===== src/verilog/cotl_pkg.sv =====
package cotl_pkg;
    // trigger function select encodings
    localparam logic [2:0] FUNC_DISABLED   = 3'h0;
    localparam logic [2:0] FUNC_IN_SEND    = 3'h1;
    localparam logic [2:0] FUNC_IN_STAMP   = 3'h2;
    localparam logic [2:0] FUNC_OUT_RECV   = 3'h3;
    localparam logic [2:0] FUNC_OUT_SENT   = 3'h4;
    localparam logic [2:0] FUNC_OUT_CMD    = 3'h5;
    // communication type encodings
    localparam logic [2:0] COMM_RECV_UNSOL = 3'h0;
    localparam logic [2:0] COMM_TX_CALL    = 3'h1;
    localparam logic [2:0] COMM_TX_PERIOD  = 3'h2;
    localparam logic [2:0] COMM_TX_WAVE    = 3'h3;
    // output shapes
    localparam logic       SHAPE_PULSE     = 1'b0;
    localparam logic       SHAPE_TOGGLE    = 1'b1;
    // line index range and widths
    localparam int         LINE_COUNT      = 7;
    localparam logic [2:0] LINE_MAX        = 3'h6;
    localparam int         ID_W            = 29;
    localparam int         STD_ID_W        = 11;
    localparam int         DATA_W          = 64;
    localparam int         TS_W            = 32;
    localparam int         FIFO_DEPTH      = 16;
    // frame word: extended flag, identifier, length, data
    localparam int         FRAME_W         = 1 + ID_W + 4 + DATA_W;
    localparam logic [3:0] STAMP_LEN       = 4'h4;
    // timing
    localparam int         CLK_PERIOD_NS   = 50;
    localparam int         PULSE_MIN_NS    = 100;
    localparam int         PULSE_CYC       = (PULSE_MIN_NS + CLK_PERIOD_NS - 1) / CLK_PERIOD_NS;
    // reset values
    localparam logic [DATA_W-1:0] DATA_RST = 64'h0;
    localparam logic [TS_W-1:0]   TS_RST   = 32'h0;
endpackage : cotl_pkg


===== src/verilog/cotl_fifo_if.sv =====
`timescale 1ns/1ns
interface cotl_fifo_if #(parameter int W = 8);
    logic         in_valid;
    logic         in_ready;
    logic [W-1:0] in_data;
    logic         out_valid;
    logic         out_ready;
    logic [W-1:0] out_data;
    modport fifo (input in_valid, in_data, out_ready, output in_ready, out_valid, out_data);
    modport user (output in_valid, in_data, out_ready, input in_ready, out_valid, out_data);
endinterface : cotl_fifo_if


===== src/verilog/cotl_trigger.sv =====
`timescale 1ns/1ns
// Functional notes
// - send-on-trigger: one queued frame per rising edge
// - empty queue: resend last frame per edge
// - stamp mode: capture edge time into read queue
// - stamp frame carries pattern, high byte first
// - receive output: pulse per queued received frame
// - transmit output: pulse per successful send
// - command output: pulse on software action
// - line index limited to zero through six
// - pulse output held at least 100 ns
// - toggle output inverts level per event
// - input modes always detect rising edges
// - input modes skip N edges, act on N+1
// - disabled: plain message object behaviour
// - object bound to one 11 or 29-bit identifier
// - unsolicited receive queues matching data frames, except in send-on-trigger or in a stamp cycle
module cotl_trigger
    import cotl_pkg::*;
#(
    parameter int SKIP_W = 16
) (
    input  wire logic                  mclk,
    input  wire logic                  nrst,
    input  wire logic [2:0]            trigger_function_select,
    input  wire logic [2:0]            comm_type,
    input  wire logic [2:0]            trigger_line_index,
    input  wire logic                  output_shape_select,
    input  wire logic [SKIP_W-1:0]     edge_skip_count,
    input  wire logic [31:0]           timestamp_user_pattern,
    input  wire logic                  extended_identifier,
    input  wire logic [ID_W-1:0]       object_id,
    input  wire logic [3:0]            object_length,
    input  wire logic                  period_tick,
    input  wire logic [TS_W-1:0]       timebase,
    input  wire logic                  object_write_call,
    input  wire logic [DATA_W-1:0]     object_write_data,
    output logic                       write_ready,
    output logic                       tx_req,
    output logic [FRAME_W-1:0]         tx_frame,
    input  wire logic                  tx_done,
    input  wire logic                  rx_valid,
    input  wire logic                  rx_extended,
    input  wire logic [ID_W-1:0]       rx_id,
    input  wire logic                  rx_remote,
    input  wire logic [3:0]            rx_length,
    input  wire logic [DATA_W-1:0]     rx_data,
    output logic                       rq_valid,
    output logic [FRAME_W-1:0]         rq_frame,
    output logic [TS_W-1:0]            rq_stamp,
    output logic                       rq_is_stamp,
    input  wire logic                  object_read_call,
    input  wire logic                  object_action_call,
    output logic                       config_error,
    input  wire logic [LINE_COUNT-1:0] trig_in,
    output logic [LINE_COUNT-1:0]      trig_out,
    output logic [LINE_COUNT-1:0]      trig_oe
);
    typedef enum logic [1:0] {
        TX_IDLE = 2'b00,
        TX_BUSY = 2'b01
    } cotl_tx_state_type;

    typedef struct packed {
        logic [LINE_COUNT-1:0] s1, s2, s3;
        logic                  lvl;
        logic [SKIP_W-1:0]     skip;
        cotl_tx_state_type     txs;
        logic                  have_last;
        logic [DATA_W-1:0]     last;
        logic                  tx_req;
        logic [FRAME_W-1:0]    tx_frame;
        logic                  rq_valid;
        logic [FRAME_W-1:0]    rq_frame;
        logic [TS_W-1:0]       rq_stamp;
        logic                  rq_is_stamp;
        logic [LINE_COUNT-1:0] out;
        logic [LINE_COUNT-1:0] oe;
        logic [1:0]            pcnt;
        logic                  cfg_err;
    } cotl_state_type;

    cotl_state_type st_q, st_d;
    logic [2:0]     line;
    logic           sel_in, rise, act, in_mode, out_mode, tx_type, id_hit, recv_ok;
    logic           rx_store, stamp_store, out_event;
    logic           wq_valid, wq_ready;
    logic [DATA_W-1:0] wq_data;

    // write queue of outgoing data frames
    cotl_fifo_if #(.W(DATA_W)) wq ();
    assign wq.in_valid  = object_write_call;
    assign wq.in_data   = object_write_data;
    assign write_ready  = wq.in_ready;
    assign wq_valid     = wq.out_valid;
    assign wq_data      = wq.out_data;
    assign wq.out_ready = wq_ready;
    cotl_fifo #(.W(DATA_W), .DEPTH(FIFO_DEPTH)) u_wq (
        .mclk (mclk),
        .nrst (nrst),
        .f    (wq)
    );

    // mode decode and line selection
    assign line     = (trigger_line_index > LINE_MAX) ? LINE_MAX : trigger_line_index;
    assign in_mode  = trigger_function_select == FUNC_IN_SEND ||
                      trigger_function_select == FUNC_IN_STAMP;
    assign out_mode = trigger_function_select == FUNC_OUT_RECV ||
                      trigger_function_select == FUNC_OUT_SENT ||
                      trigger_function_select == FUNC_OUT_CMD;
    assign tx_type  = comm_type == COMM_TX_CALL || comm_type == COMM_TX_PERIOD ||
                      comm_type == COMM_TX_WAVE;

    // synchronised level of the selected line, edge once stages two and three agree
    assign sel_in = (st_q.s2[line] == st_q.s3[line]) ? st_q.s3[line] : st_q.lvl;
    assign rise   = in_mode && sel_in && !st_q.lvl;
    assign act    = rise && st_q.skip == edge_skip_count;

    // identifier match, standard ids compare low bits only
    assign id_hit = (rx_extended == extended_identifier) &&
                    (extended_identifier ? rx_id == object_id
                     : rx_id[STD_ID_W-1:0] == object_id[STD_ID_W-1:0]);
    assign recv_ok = comm_type == COMM_RECV_UNSOL &&
                     (trigger_function_select != FUNC_IN_SEND);
    assign rx_store    = rx_valid && !rx_remote && id_hit && recv_ok;
    assign stamp_store = act && trigger_function_select == FUNC_IN_STAMP;

    // output event sources per mode
    always_comb begin
        case (trigger_function_select)
            FUNC_OUT_RECV: out_event = rx_store && comm_type == COMM_RECV_UNSOL;
            FUNC_OUT_SENT: out_event = tx_done && st_q.txs == TX_BUSY && tx_type;
            FUNC_OUT_CMD:  out_event = object_action_call;
            default:       out_event = 1'b0;
        endcase
    end

    // next-state logic
    always_comb begin
        st_d        = st_q;
        wq_ready    = 1'b0;
        // every line synchronised, so a line switch sees settled history
        st_d.s1     = trig_in;
        st_d.s2     = st_q.s1;
        st_d.s3     = st_q.s2;
        st_d.lvl    = sel_in;
        st_d.rq_valid = st_q.rq_valid && !object_read_call;
        // skip counter runs only in input modes
        if (!in_mode) begin
            st_d.skip = '0;
        end else if (rise) begin
            st_d.skip = act ? '0 : st_q.skip + 1'b1;
        end
        // transmit path
        case (st_q.txs)
            TX_IDLE: begin
                if (trigger_function_select == FUNC_IN_SEND) begin
                    if (act && tx_type) begin
                        if (wq_valid) begin
                            wq_ready       = 1'b1;
                            st_d.last      = wq_data;
                            st_d.have_last = 1'b1;
                            st_d.tx_frame  = {extended_identifier, object_id,
                                              object_length, wq_data};
                            st_d.tx_req    = 1'b1;
                            st_d.txs       = TX_BUSY;
                        end else if (st_q.have_last) begin
                            st_d.tx_frame  = {extended_identifier, object_id,
                                              object_length, st_q.last};
                            st_d.tx_req    = 1'b1;
                            st_d.txs       = TX_BUSY;
                        end
                    end
                end else if (tx_type && wq_valid &&
                             (comm_type == COMM_TX_CALL || period_tick)) begin
                    wq_ready       = 1'b1;
                    st_d.last      = wq_data;
                    st_d.have_last = 1'b1;
                    st_d.tx_frame  = {extended_identifier, object_id, object_length, wq_data};
                    st_d.tx_req    = 1'b1;
                    st_d.txs       = TX_BUSY;
                end else if (comm_type == COMM_TX_PERIOD && period_tick && st_q.have_last) begin
                    st_d.tx_frame  = {extended_identifier, object_id, object_length, st_q.last};
                    st_d.tx_req    = 1'b1;
                    st_d.txs       = TX_BUSY;
                end
            end
            TX_BUSY: begin
                if (tx_done) begin
                    st_d.tx_req = 1'b0;
                    st_d.txs    = TX_IDLE;
                end
            end
            default: st_d.txs = TX_IDLE;
        endcase
        // read queue word, stamp wins over a data frame in the same cycle
        if (stamp_store) begin
            st_d.rq_valid    = 1'b1;
            st_d.rq_is_stamp = 1'b1;
            st_d.rq_stamp    = timebase;
            st_d.rq_frame    = {extended_identifier, object_id, STAMP_LEN,
                                timestamp_user_pattern, 32'h0};
        end else if (rx_store) begin
            st_d.rq_valid    = 1'b1;
            st_d.rq_is_stamp = 1'b0;
            st_d.rq_stamp    = timebase;
            st_d.rq_frame    = {rx_extended, rx_id, rx_length, rx_data};
        end
        // trigger output drive
        st_d.oe = '0;
        if (out_mode) begin
            st_d.oe[line] = 1'b1;
        end else begin
            st_d.out  = '0;
            st_d.pcnt = '0;
        end
        if (out_mode && output_shape_select == SHAPE_TOGGLE) begin
            if (out_event) st_d.out[line] = !st_q.out[line];
        end else if (out_mode) begin
            if (out_event) begin
                st_d.out       = '0;
                st_d.out[line] = 1'b1;
                st_d.pcnt      = 2'(PULSE_CYC);
            end else if (st_q.pcnt > 2'h1) begin
                st_d.pcnt = st_q.pcnt - 1'b1;
            end else begin
                st_d.pcnt = '0;
                st_d.out  = '0;
            end
        end
        st_d.cfg_err = (trigger_function_select == FUNC_IN_SEND && !tx_type) ||
                       (trigger_function_select == FUNC_OUT_RECV &&
                        comm_type != COMM_RECV_UNSOL) ||
                       (trigger_function_select == FUNC_OUT_SENT && !tx_type) ||
                       trigger_line_index > LINE_MAX;
    end

    always_ff @(posedge mclk or negedge nrst) begin
        if (!nrst) begin
            st_q <= '0;
        end else begin
            st_q <= st_d;
        end
    end

    // outputs straight from state
    assign tx_req       = st_q.tx_req;
    assign tx_frame     = st_q.tx_frame;
    assign rq_valid     = st_q.rq_valid;
    assign rq_frame     = st_q.rq_frame;
    assign rq_stamp     = st_q.rq_stamp;
    assign rq_is_stamp  = st_q.rq_is_stamp;
    assign trig_out     = st_q.out;
    assign trig_oe      = st_q.oe;
    assign config_error = st_q.cfg_err;

    // assertions
    property p_pulse_width;
        @(posedge mclk) disable iff (!nrst)
        $rose(trig_out[line]) && output_shape_select == SHAPE_PULSE &&
        $stable(trigger_function_select) |-> trig_out[line] [*2];
    endproperty
    a_pulse_width: assert property (p_pulse_width) else $error("pulse too short");

    property p_toggle;
        @(posedge mclk) disable iff (!nrst)
        out_mode && output_shape_select == SHAPE_TOGGLE && out_event && $stable(line)
        |=> trig_out[$past(line)] != $past(trig_out[line]);
    endproperty
    a_toggle: assert property (p_toggle) else $error("toggle missed");

    property p_stamp_pattern;
        @(posedge mclk) disable iff (!nrst)
        stamp_store |=> rq_valid && rq_is_stamp &&
        rq_frame[DATA_W-1 -: 8] == $past(timestamp_user_pattern[31:24]);
    endproperty
    a_stamp_pattern: assert property (p_stamp_pattern) else $error("stamp byte order");

    property p_send_on_edge;
        @(posedge mclk) disable iff (!nrst)
        st_q.txs == TX_IDLE && act && trigger_function_select == FUNC_IN_SEND && tx_type &&
        (wq_valid || st_q.have_last) |=> tx_req;
    endproperty
    a_send_on_edge: assert property (p_send_on_edge) else $error("no send on edge");

    property p_resend;
        @(posedge mclk) disable iff (!nrst)
        st_q.txs == TX_IDLE && act && trigger_function_select == FUNC_IN_SEND && tx_type &&
        !wq_valid && st_q.have_last |=> tx_frame[DATA_W-1:0] == $past(st_q.last);
    endproperty
    a_resend: assert property (p_resend) else $error("last frame not resent");

    property p_skip;
        @(posedge mclk) disable iff (!nrst)
        rise && st_q.skip != edge_skip_count |->
        !stamp_store && !(wq_ready && trigger_function_select == FUNC_IN_SEND);
    endproperty
    a_skip: assert property (p_skip) else $error("skipped edge acted on");

    property p_line_range;
        @(posedge mclk) disable iff (!nrst) trig_oe[LINE_COUNT-1:LINE_COUNT-1] == 1'b0 ||
        trigger_line_index >= LINE_MAX || $past(trigger_line_index) >= LINE_MAX;
    endproperty
    a_line_range: assert property (p_line_range) else $error("line out of range");

    property p_disabled_quiet;
        @(posedge mclk) disable iff (!nrst)
        trigger_function_select == FUNC_DISABLED [*2] |-> trig_oe == '0 && !stamp_store;
    endproperty
    a_disabled_quiet: assert property (p_disabled_quiet) else $error("disabled mode active");

    property p_rx_queue;
        @(posedge mclk) disable iff (!nrst)
        rx_store && !stamp_store |=> rq_valid && !rq_is_stamp;
    endproperty
    a_rx_queue: assert property (p_rx_queue) else $error("matching frame not queued");

    // input modes never drive, command pulse follows the action
    property p_input_quiet;
        @(posedge mclk) disable iff (!nrst)
        in_mode |=> trig_oe == '0;
    endproperty
    a_input_quiet: assert property (p_input_quiet) else $error("input mode drives line");

    property p_cmd_pulse;
        @(posedge mclk) disable iff (!nrst)
        out_mode && object_action_call && trigger_function_select == FUNC_OUT_CMD &&
        output_shape_select == SHAPE_PULSE |=> trig_out[$past(line)];
    endproperty
    a_cmd_pulse: assert property (p_cmd_pulse) else $error("command pulse missing");

    // main scenarios reached
    c_stamp:  cover property (@(posedge mclk) disable iff (!nrst) stamp_store);
    c_rx:     cover property (@(posedge mclk) disable iff (!nrst) rx_store && out_mode);
    c_toggle: cover property (@(posedge mclk) disable iff (!nrst)
        out_event && output_shape_select == SHAPE_TOGGLE);
    c_resend: cover property (@(posedge mclk) disable iff (!nrst)
        act && !wq_valid && st_q.have_last);
    c_pulse:  cover property (@(posedge mclk) disable iff (!nrst) $rose(trig_out[line]));
endmodule : cotl_trigger


===== src/verilog/cotl_fifo.sv =====
`timescale 1ns/1ns
module cotl_fifo #(
    parameter int W     = 8,
    parameter int DEPTH = 16
) (
    input  wire logic mclk,
    input  wire logic nrst,
    cotl_fifo_if.fifo f
);
    localparam int AW = $clog2(DEPTH);
    typedef struct packed {
        logic [AW-1:0] wr;
        logic [AW-1:0] rd;
        logic [AW:0]   cnt;
    } cotl_fifo_st_type;
    cotl_fifo_st_type st_q, st_d;
    logic [W-1:0] mem [DEPTH];
    logic         push, pop;

    // handshakes and flags
    assign push        = f.in_valid && f.in_ready;
    assign pop         = f.out_valid && f.out_ready;
    assign f.in_ready  = st_q.cnt != (AW+1)'(DEPTH);
    assign f.out_valid = st_q.cnt != '0;
    assign f.out_data  = mem[st_q.rd];

    // pointer update
    always_comb begin
        st_d = st_q;
        if (push) st_d.wr = st_q.wr + 1'b1;
        if (pop)  st_d.rd = st_q.rd + 1'b1;
        st_d.cnt = st_q.cnt + (AW+1)'(push) - (AW+1)'(pop);
    end

    always_ff @(posedge mclk or negedge nrst) begin
        if (!nrst) st_q <= '0;
        else       st_q <= st_d;
    end

    // storage
    always_ff @(posedge mclk) begin
        if (push) mem[st_q.wr] <= f.in_data;
    end

    property p_no_overflow;
        @(posedge mclk) disable iff (!nrst) st_q.cnt <= (AW+1)'(DEPTH);
    endproperty
    a_no_overflow: assert property (p_no_overflow) else $error("fifo count beyond depth");
endmodule : cotl_fifo


===== config.mk =====
export PLATFORM = sky130hd
export DESIGN_NAME = cotl_trigger
export DESIGN_NICKNAME = d
export VERILOG_FILES = /design/src/verilog/cotl_pkg.sv /design/src/verilog/cotl_fifo_if.sv /design/src/verilog/cotl_trigger.sv /design/src/verilog/cotl_fifo.sv
export SDC_FILE = /design/constraint.sdc
export NUM_CORES = 2
export LEC_CHECK = 0
export BUFFER_PORTS_ARGS = -buffer_cell sky130_fd_sc_hd__buf_2
export CAP_MARGIN = 0
export CELL_PAD_IN_SITES_DETAIL_PLACEMENT = 1
export CELL_PAD_IN_SITES_GLOBAL_PLACEMENT = 1
export CORE_ASPECT_RATIO = 1.2
export CORE_UTILIZATION = 35
export CTS_CLUSTER_SIZE = 24
export DETAILED_ROUTE_END_ITERATION = 16
export PLACE_DENSITY = 0.63
export SYNTH_ARGS = -nofsm -noshare
export SYNTH_HDL_FRONTEND = slang
export SYNTH_SLANG_ARGS = --single-unit

===== constraint.sdc =====
create_clock -name mclk -period 11.9 [get_ports mclk]
set_input_delay 1.19 -clock mclk [delete_from_list [all_inputs] [get_ports mclk]]
set_output_delay 1.19 -clock mclk [all_outputs]
set_load 0.01 [all_outputs]

Word level (Yosys, flattened, before mapping)
Memories as Yosys holds them, arrays and structs flattened.
Cells that the tools add are included.

storage, ports and cells
  register bits after elaboration = 366
  RAM bits = 1024
  input bits = 302
  output and inout port bits = 247
  word-level logic and storage cells = 160
  memories kept = 1

memories
  name      depth  width  rd ports  clocked after memory_dff  wr ports  RTL line         RTL
  u_wq.mem  16     64     1         0                         1         cotl_fifo.sv:17  logic [W-1:0] mem [DEPTH];

cells by class
  $add $sub $neg = 6
  magnitude comparators = 4
  eq/ne operators = 24
  mux-type cells = 53
  reductions and logical operators = 51

operators with widths
  kind                                                                    count
  99-bit two-way mux                                                      4
  166-bit two-way mux                                                     2
  132-bit two-way mux                                                     2
  65-bit two-way mux                                                      2
  7-bit two-way mux                                                       7
  16-bit two-way mux                                                      3
  29-bit equality test                                                    1
  1-bit logical AND                                                       25
  2-bit two-way mux                                                       10
  16-bit by 1-bit adder with 16-bit output (second input constant)        1
  16-bit equality test                                                    1
  1-bit two-way mux                                                       14
  3-bit by 2-bit equality test with 1-bit output (second input constant)  4
  4-bit AND reduction                                                     3
  11-bit equality test                                                    1
  1-bit binary-select mux with 3-bit select                               3
  1-bit logical OR                                                        9
  4-bit by 1-bit adder with 4-bit output (second input constant)          2
  7-bit bitwise mux                                                       1
  3-bit by 1-bit equality test with 1-bit output (second input constant)  2
  3-bit equality test (second input constant)                             2
  2-bit inequality test (second input constant)                           3
  2-bit nonzero test                                                      3
  3-bit nonzero test                                                      2
  other kinds (26)                                                        31

Depth between registers and ports, before layout
  depth after elaboration = 15
  depth in mapped cells = 18
  depth with buffers taken out = 16

Cells and area by module
Synthesis repeated with hierarchy kept, for this count alone.

second synthesis, totals
  cells, all modules = 3448
  area, all modules = 56942.1 um2

modules (own cells, without submodules)
  module        instances  cells an instance  area each (um2)  sequential area each (um2)
  cotl_fifo     1          1923               39852.0          31074.8
  cotl_trigger  1          1525               17090.1          8783.4

Worst setup path before layout
Ideal clock, no wire load.

  kind = input to register
  start = input port object_write_call
  end = memory u_wq.mem[3][0] in the netlist's numbering (enable)
  library setup time = 564 ps
  arrival time = 6092 ps
  required time = 11336 ps
  slack = 5243 ps
  cell stages on the path = 4
  path buffers = 1
  cell sequence = and2_1 > clkbuf_1 > nand2_1 > nor3_1

on the way
  word-level cells in the longest chain between the ends = 3

ends and longest elaborated chain
  what                                     RTL line            RTL
  start: declaration                       cotl_trigger.sv:36  input wire logic object_write_call,
  1-bit logical AND                        cotl_fifo.sv:21     assign push = f.in_valid && f.in_ready;
  net u_wq.push                            cotl_fifo.sv:18     logic push, pop;
  1-bit two-way mux                        cotl_fifo.sv:42     if (push) mem[st_q.wr] <= f.in_data;
  1-bit two-way mux (not written as such)  cotl_fifo.sv:42
  end: declaration                         cotl_fifo.sv:17

The timed path passes the listed nets, and every way through them passes these cells.

Worst setup path after layout
  start = register u_wq.st_q[7] in the netlist's numbering
  end = register st_q, in the netlist tx_frame[20]

on the way
  word-level cells in the longest chain between the ends = 4
  elaborated cells on any way between the ends = 5
  classes of those cells = mux: 4; memory: 1

ends and longest elaborated chain
  what                       RTL line             RTL
  start: declaration         cotl_fifo.sv:16      cotl_fifo_st_type st_q, st_d;
  start signal: assignment   cotl_fifo.sv:37      else st_q <= st_d;
  memory read 16 x 64 bit *  -
  99-bit two-way mux         cotl_trigger.sv:159  if (wq_valid) begin
  166-bit two-way mux        cotl_trigger.sv:158  if (act && tx_type) begin
  166-bit two-way mux *      cotl_trigger.sv:157  if (trigger_function_select == FUNC_IN_SEND) begin
  end signal: assignment     cotl_trigger.sv:242  st_q <= st_d;
  end: declaration           cotl_trigger.sv:83   cotl_state_type st_q, st_d;

Mark *: on every way between the ends. The rest lies on a longest branch, timed or not. The select of a mux whose other input is x is not followed.
A chain may end at the register's enable or synchronous reset.

==> flow_summary.yaml <==
drt:
  vias: 32000
  initialDrtViolationCount: 1927
  via_per_inst: 5.25
  dr.pass1.iters: 5
  drt_wl_total_um: 166000
  drc_errors: 0
  drtAntennaViolNets: 0
  wl_per_cell_um: 27.3
placement:
  numPortBuffers: 548
  gp_congestion: 0.805
  dp_hpwl_um: 98800
final_layout:
  nets: 4155
  final_util: 0.405
  drive_gt1_frac: 0.317
  area_growth_pct: 14.5
cts:
  holdBufCountCts: 0
  cts-root-buf: "clkbuf_16"
  cts_max_path_buffers: 3
  cts_tree: "yes"
  cts.reportedPaths.clkPinSlew_ns: 0.06
  post_cts_buffers: 0
  htree_num_levels: 4
  cts_buffers: 146
  cts_sinks: 1388
  cts_resized: 0
  clk_latency_ns: 0.80
global_route:
  grt_start_max_net_pins: 147
  grt_overflow: 0
  grt_pass1_vias: 34500
  track_usage: 0.200
  grt_pass1_wl_um: 239000
  antenna_found_initial: 49
yosys:
  syn-num-nets: 3830
  synth_compound_area_frac: 0.0544
  synth_mux_area_frac: 0.156
  synthDistinctLibCells: 57
  synth-seq-cells: 1388
  ys.warnings.count: 0
  synthXorXnorAreaFrac: 0.00905
  syn_area_sq_mm: 0.0571
  yosys.area_share.simple: 0.0326
  syn_inst: 3515
  avgSynthCellArea_sq_um: 16.2
  async_flop_share: 0.262
  synth_adder_area_share: 0.00316
  synth_top_family_by_area: "multiplexers"
  synth_ff_type: "edfxtp_1"
  seq_area_frac_synth: 0.698
  synth-edff-count: 1024
sta:
  finalSetupTns_ns: 0
  setup_viol: 0
  max_freq_mhz: 213
  rsz0062_at_grt: "false"
  worst_pin_slew_ns: 1.21
  fin_crit_sh: 0.395
  finalHoldViolCount: 0
  skew_ns: 0.0309
  period_needed_ns: 4.70
  slew_violations: 0
  max_slew_margin: 0.181
floorplan:
  start_util: 0.354
  core-area_sq_mm: 0.161
  die_x_um: 371
  die_h_um: 444
  rows: 161
  die_area_sq_mm: 0.165
  io_pins: 549
setup_path:
  critPathCaptureType: "flop"
  cp_slowest_stage_delay_ns: 0.98
  crit_path_top_delay_cell: "dfrtp_2"
  worstPathMaxFanout: 42
  cp.arrival_ns: 5.37
  required_ns: 12.57
  critPathKind: "reg -> reg"
  crit_chain: "buf_4 -> nor2b_4 -> buf_4 -> a221oi_1 -> o21ai_0 -> a31oi_1 -> mux2_2"
  start_kind: "flop"
  timing.critical_path.mode_cell: "buf_4"
flow_run:
  cap_violations: 0
power:
  leakagePower_nw: 25.0
  p_per_area_mw_per_mm2: 226
  ir_worst_vdd_uv: 220
run_status:
  status: "completed"
worst_hold_path:
  hold_path.class: "reg -> reg"
-- layer usage --
metal | vias to the layer above | GRT usage | wire (um)
met3 | 317 | 0.0432 | 9320
li1 | 13900 | - | -
met1 | 16800 | 0.236 | 65400
met4 | 38 | 0.0733 | 5540
met5 | - | 0 | 249
met2 | 895 | 0.356 | 85800
-- worst max-delay path: cells and delay by family (launching register included) --
family	cells	cell delay [ns]
and+or+nand+nor	1	0.98
buffers and inverters	2	1.45
AOI/OAI and AO/OA	3	0.78
muxes	1	0.31
DFF	1	0.98
-- kinds of logic after synthesis --
logic type	after synthesis
compound gates	506
flops	1388
buf+inv	446
xor+xnor	59
simple gates	418
mux	684
fa+ha+maj	14
-- state kept, by name, summed over array words and instances, names as in the netlist, 13 cells and up --
| name | count |
|---|---|
| u_wq.mem | 1024 |
| u_wq.st_q | 13 |
| st_d | 14 |
| tx_frame | 98 |
| rq_frame | 98 |
| rq_stamp | 32 |
| st_q | 91 |
-- through the flow --
stage	worst slack, ns	area, sq um	hold WS [ns]	std cells	power, mW
floorplan	5.24	57100	0.331	3515	9.07
global placement	6.57	60500	0.340	5811	10.3
detailed placement	6.56	60500	0.338	5811	10.4
CTS	7.13	65300	0.352	6080	15.0
global route	7.06	65300	0.354	6087	15.4
finish	7.20	65300	0.348	6090	14.8
-- worst paths after layout --
path / startpoint / to / slack (ns) / cells after the start
setup / recovery: u_wq.st_q[7] / tx_frame[20] / 7.20 / 7
hold / removal: st_d[339] / st_d[332] / 0.35 / 0
max in group asynchronous: nrst / st_q[286] / 9.34 / 3
hold reg to reg: st_d[339] / st_d[332] / 0.35 / 0
min in group asynchronous: nrst / rq_frame[86] / 0.40 / 1
setup reg to reg: u_wq.st_q[7] / tx_frame[20] / 7.20 / 7
-- cells in the mapped netlist (all sizes together), types with 2 or more instances --
library cell  number  share of area
edfxtp          1024           0.54
dfrtp            364           0.16
buf              315          0.038
mux2i            292          0.051
mux2             261          0.053
nor2             190          0.013
a21oi            148          0.013
o21ai            142          0.012
mux4             131          0.052
clkbuf           114         0.0075
nand2            112         0.0074
a221oi            65          0.010
a22oi             64         0.0084
a31oi             64         0.0070
xor2              32         0.0049
xnor2             27         0.0041
nand4             20         0.0022
nand3             17         0.0015
inv               16         0.0011
nor3              15         0.0013
ha                12         0.0026
nor4              11         0.0012
nand2b             9        0.00099
and3               7        0.00086
nand4b             7         0.0011
or3                7        0.00077
and2               6        0.00066
or2                6        0.00066
nor2b              5        0.00055
o211ai             4        0.00053
o311ai             4        0.00061
o22ai              3        0.00033
or4                3        0.00039
a211oi             2        0.00026
a21bo              2        0.00035
nor3b              2        0.00035
o32ai              2        0.00031
-- final cells by class --
type,instances,area [sq um]
diodes,10,25.0
clock buffers,207,4130
clock inverters,62,647
fillers,16100,95800
inverters,17,63.8
multi-input cells,1681,14700
flip-flops and latches,1388,39900
well taps,2119,2650
repair buffers,606,3240
-- report_power, final --
part	total (mW)	internal, mW	switching (mW)	leakage, nW
Sequential	6.23	5.88	0.358	13.8
Combinational	3.96	1.60	2.36	8.82
Clock	4.57	2.63	1.94	2.33
Total	14.8	10.1	4.66	25.0
-- cells in the final DEF, fill, tap and decap left out, types with 9 or more instances in the layout --
master / netlist / routed
ha_1: 12 / 12
xor2_1: 32 / 32
nand2b_1: 9 / 9
nand2_1: 112 / 110
edfxtp_1: 1024 / 1024
a22oi_1: 64 / 64
mux2i_1: 292 / 292
inv_1: 16 / 16
nor3_1: 15 / 11
xnor2_1: 27 / 27
buf_4: 243 / 54
bufinv_16: 0 / 9
nor4_1: 11 / 11
clkbuf_16: 0 / 150
mux2_4: 20 / 20
nor2_4: 1 / 14
nor2_1: 189 / 176
clkbuf_1: 114 / 41
nand4_1: 20 / 20
buf_2: 43 / 547
o21ai_0: 142 / 142
a31oi_1: 64 / 64
diode_2: 0 / 10
clkinv_1: 1 / 15
dfrtp_1: 364 / 360
a21oi_1: 146 / 145
a221oi_1: 65 / 65
clkinv_2: 0 / 22
mux4_2: 131 / 131
mux2_2: 241 / 241
nand3_1: 17 / 17
clkbuf_8: 0 / 16
No activity file was read; power rests on OpenSTA's default activity.
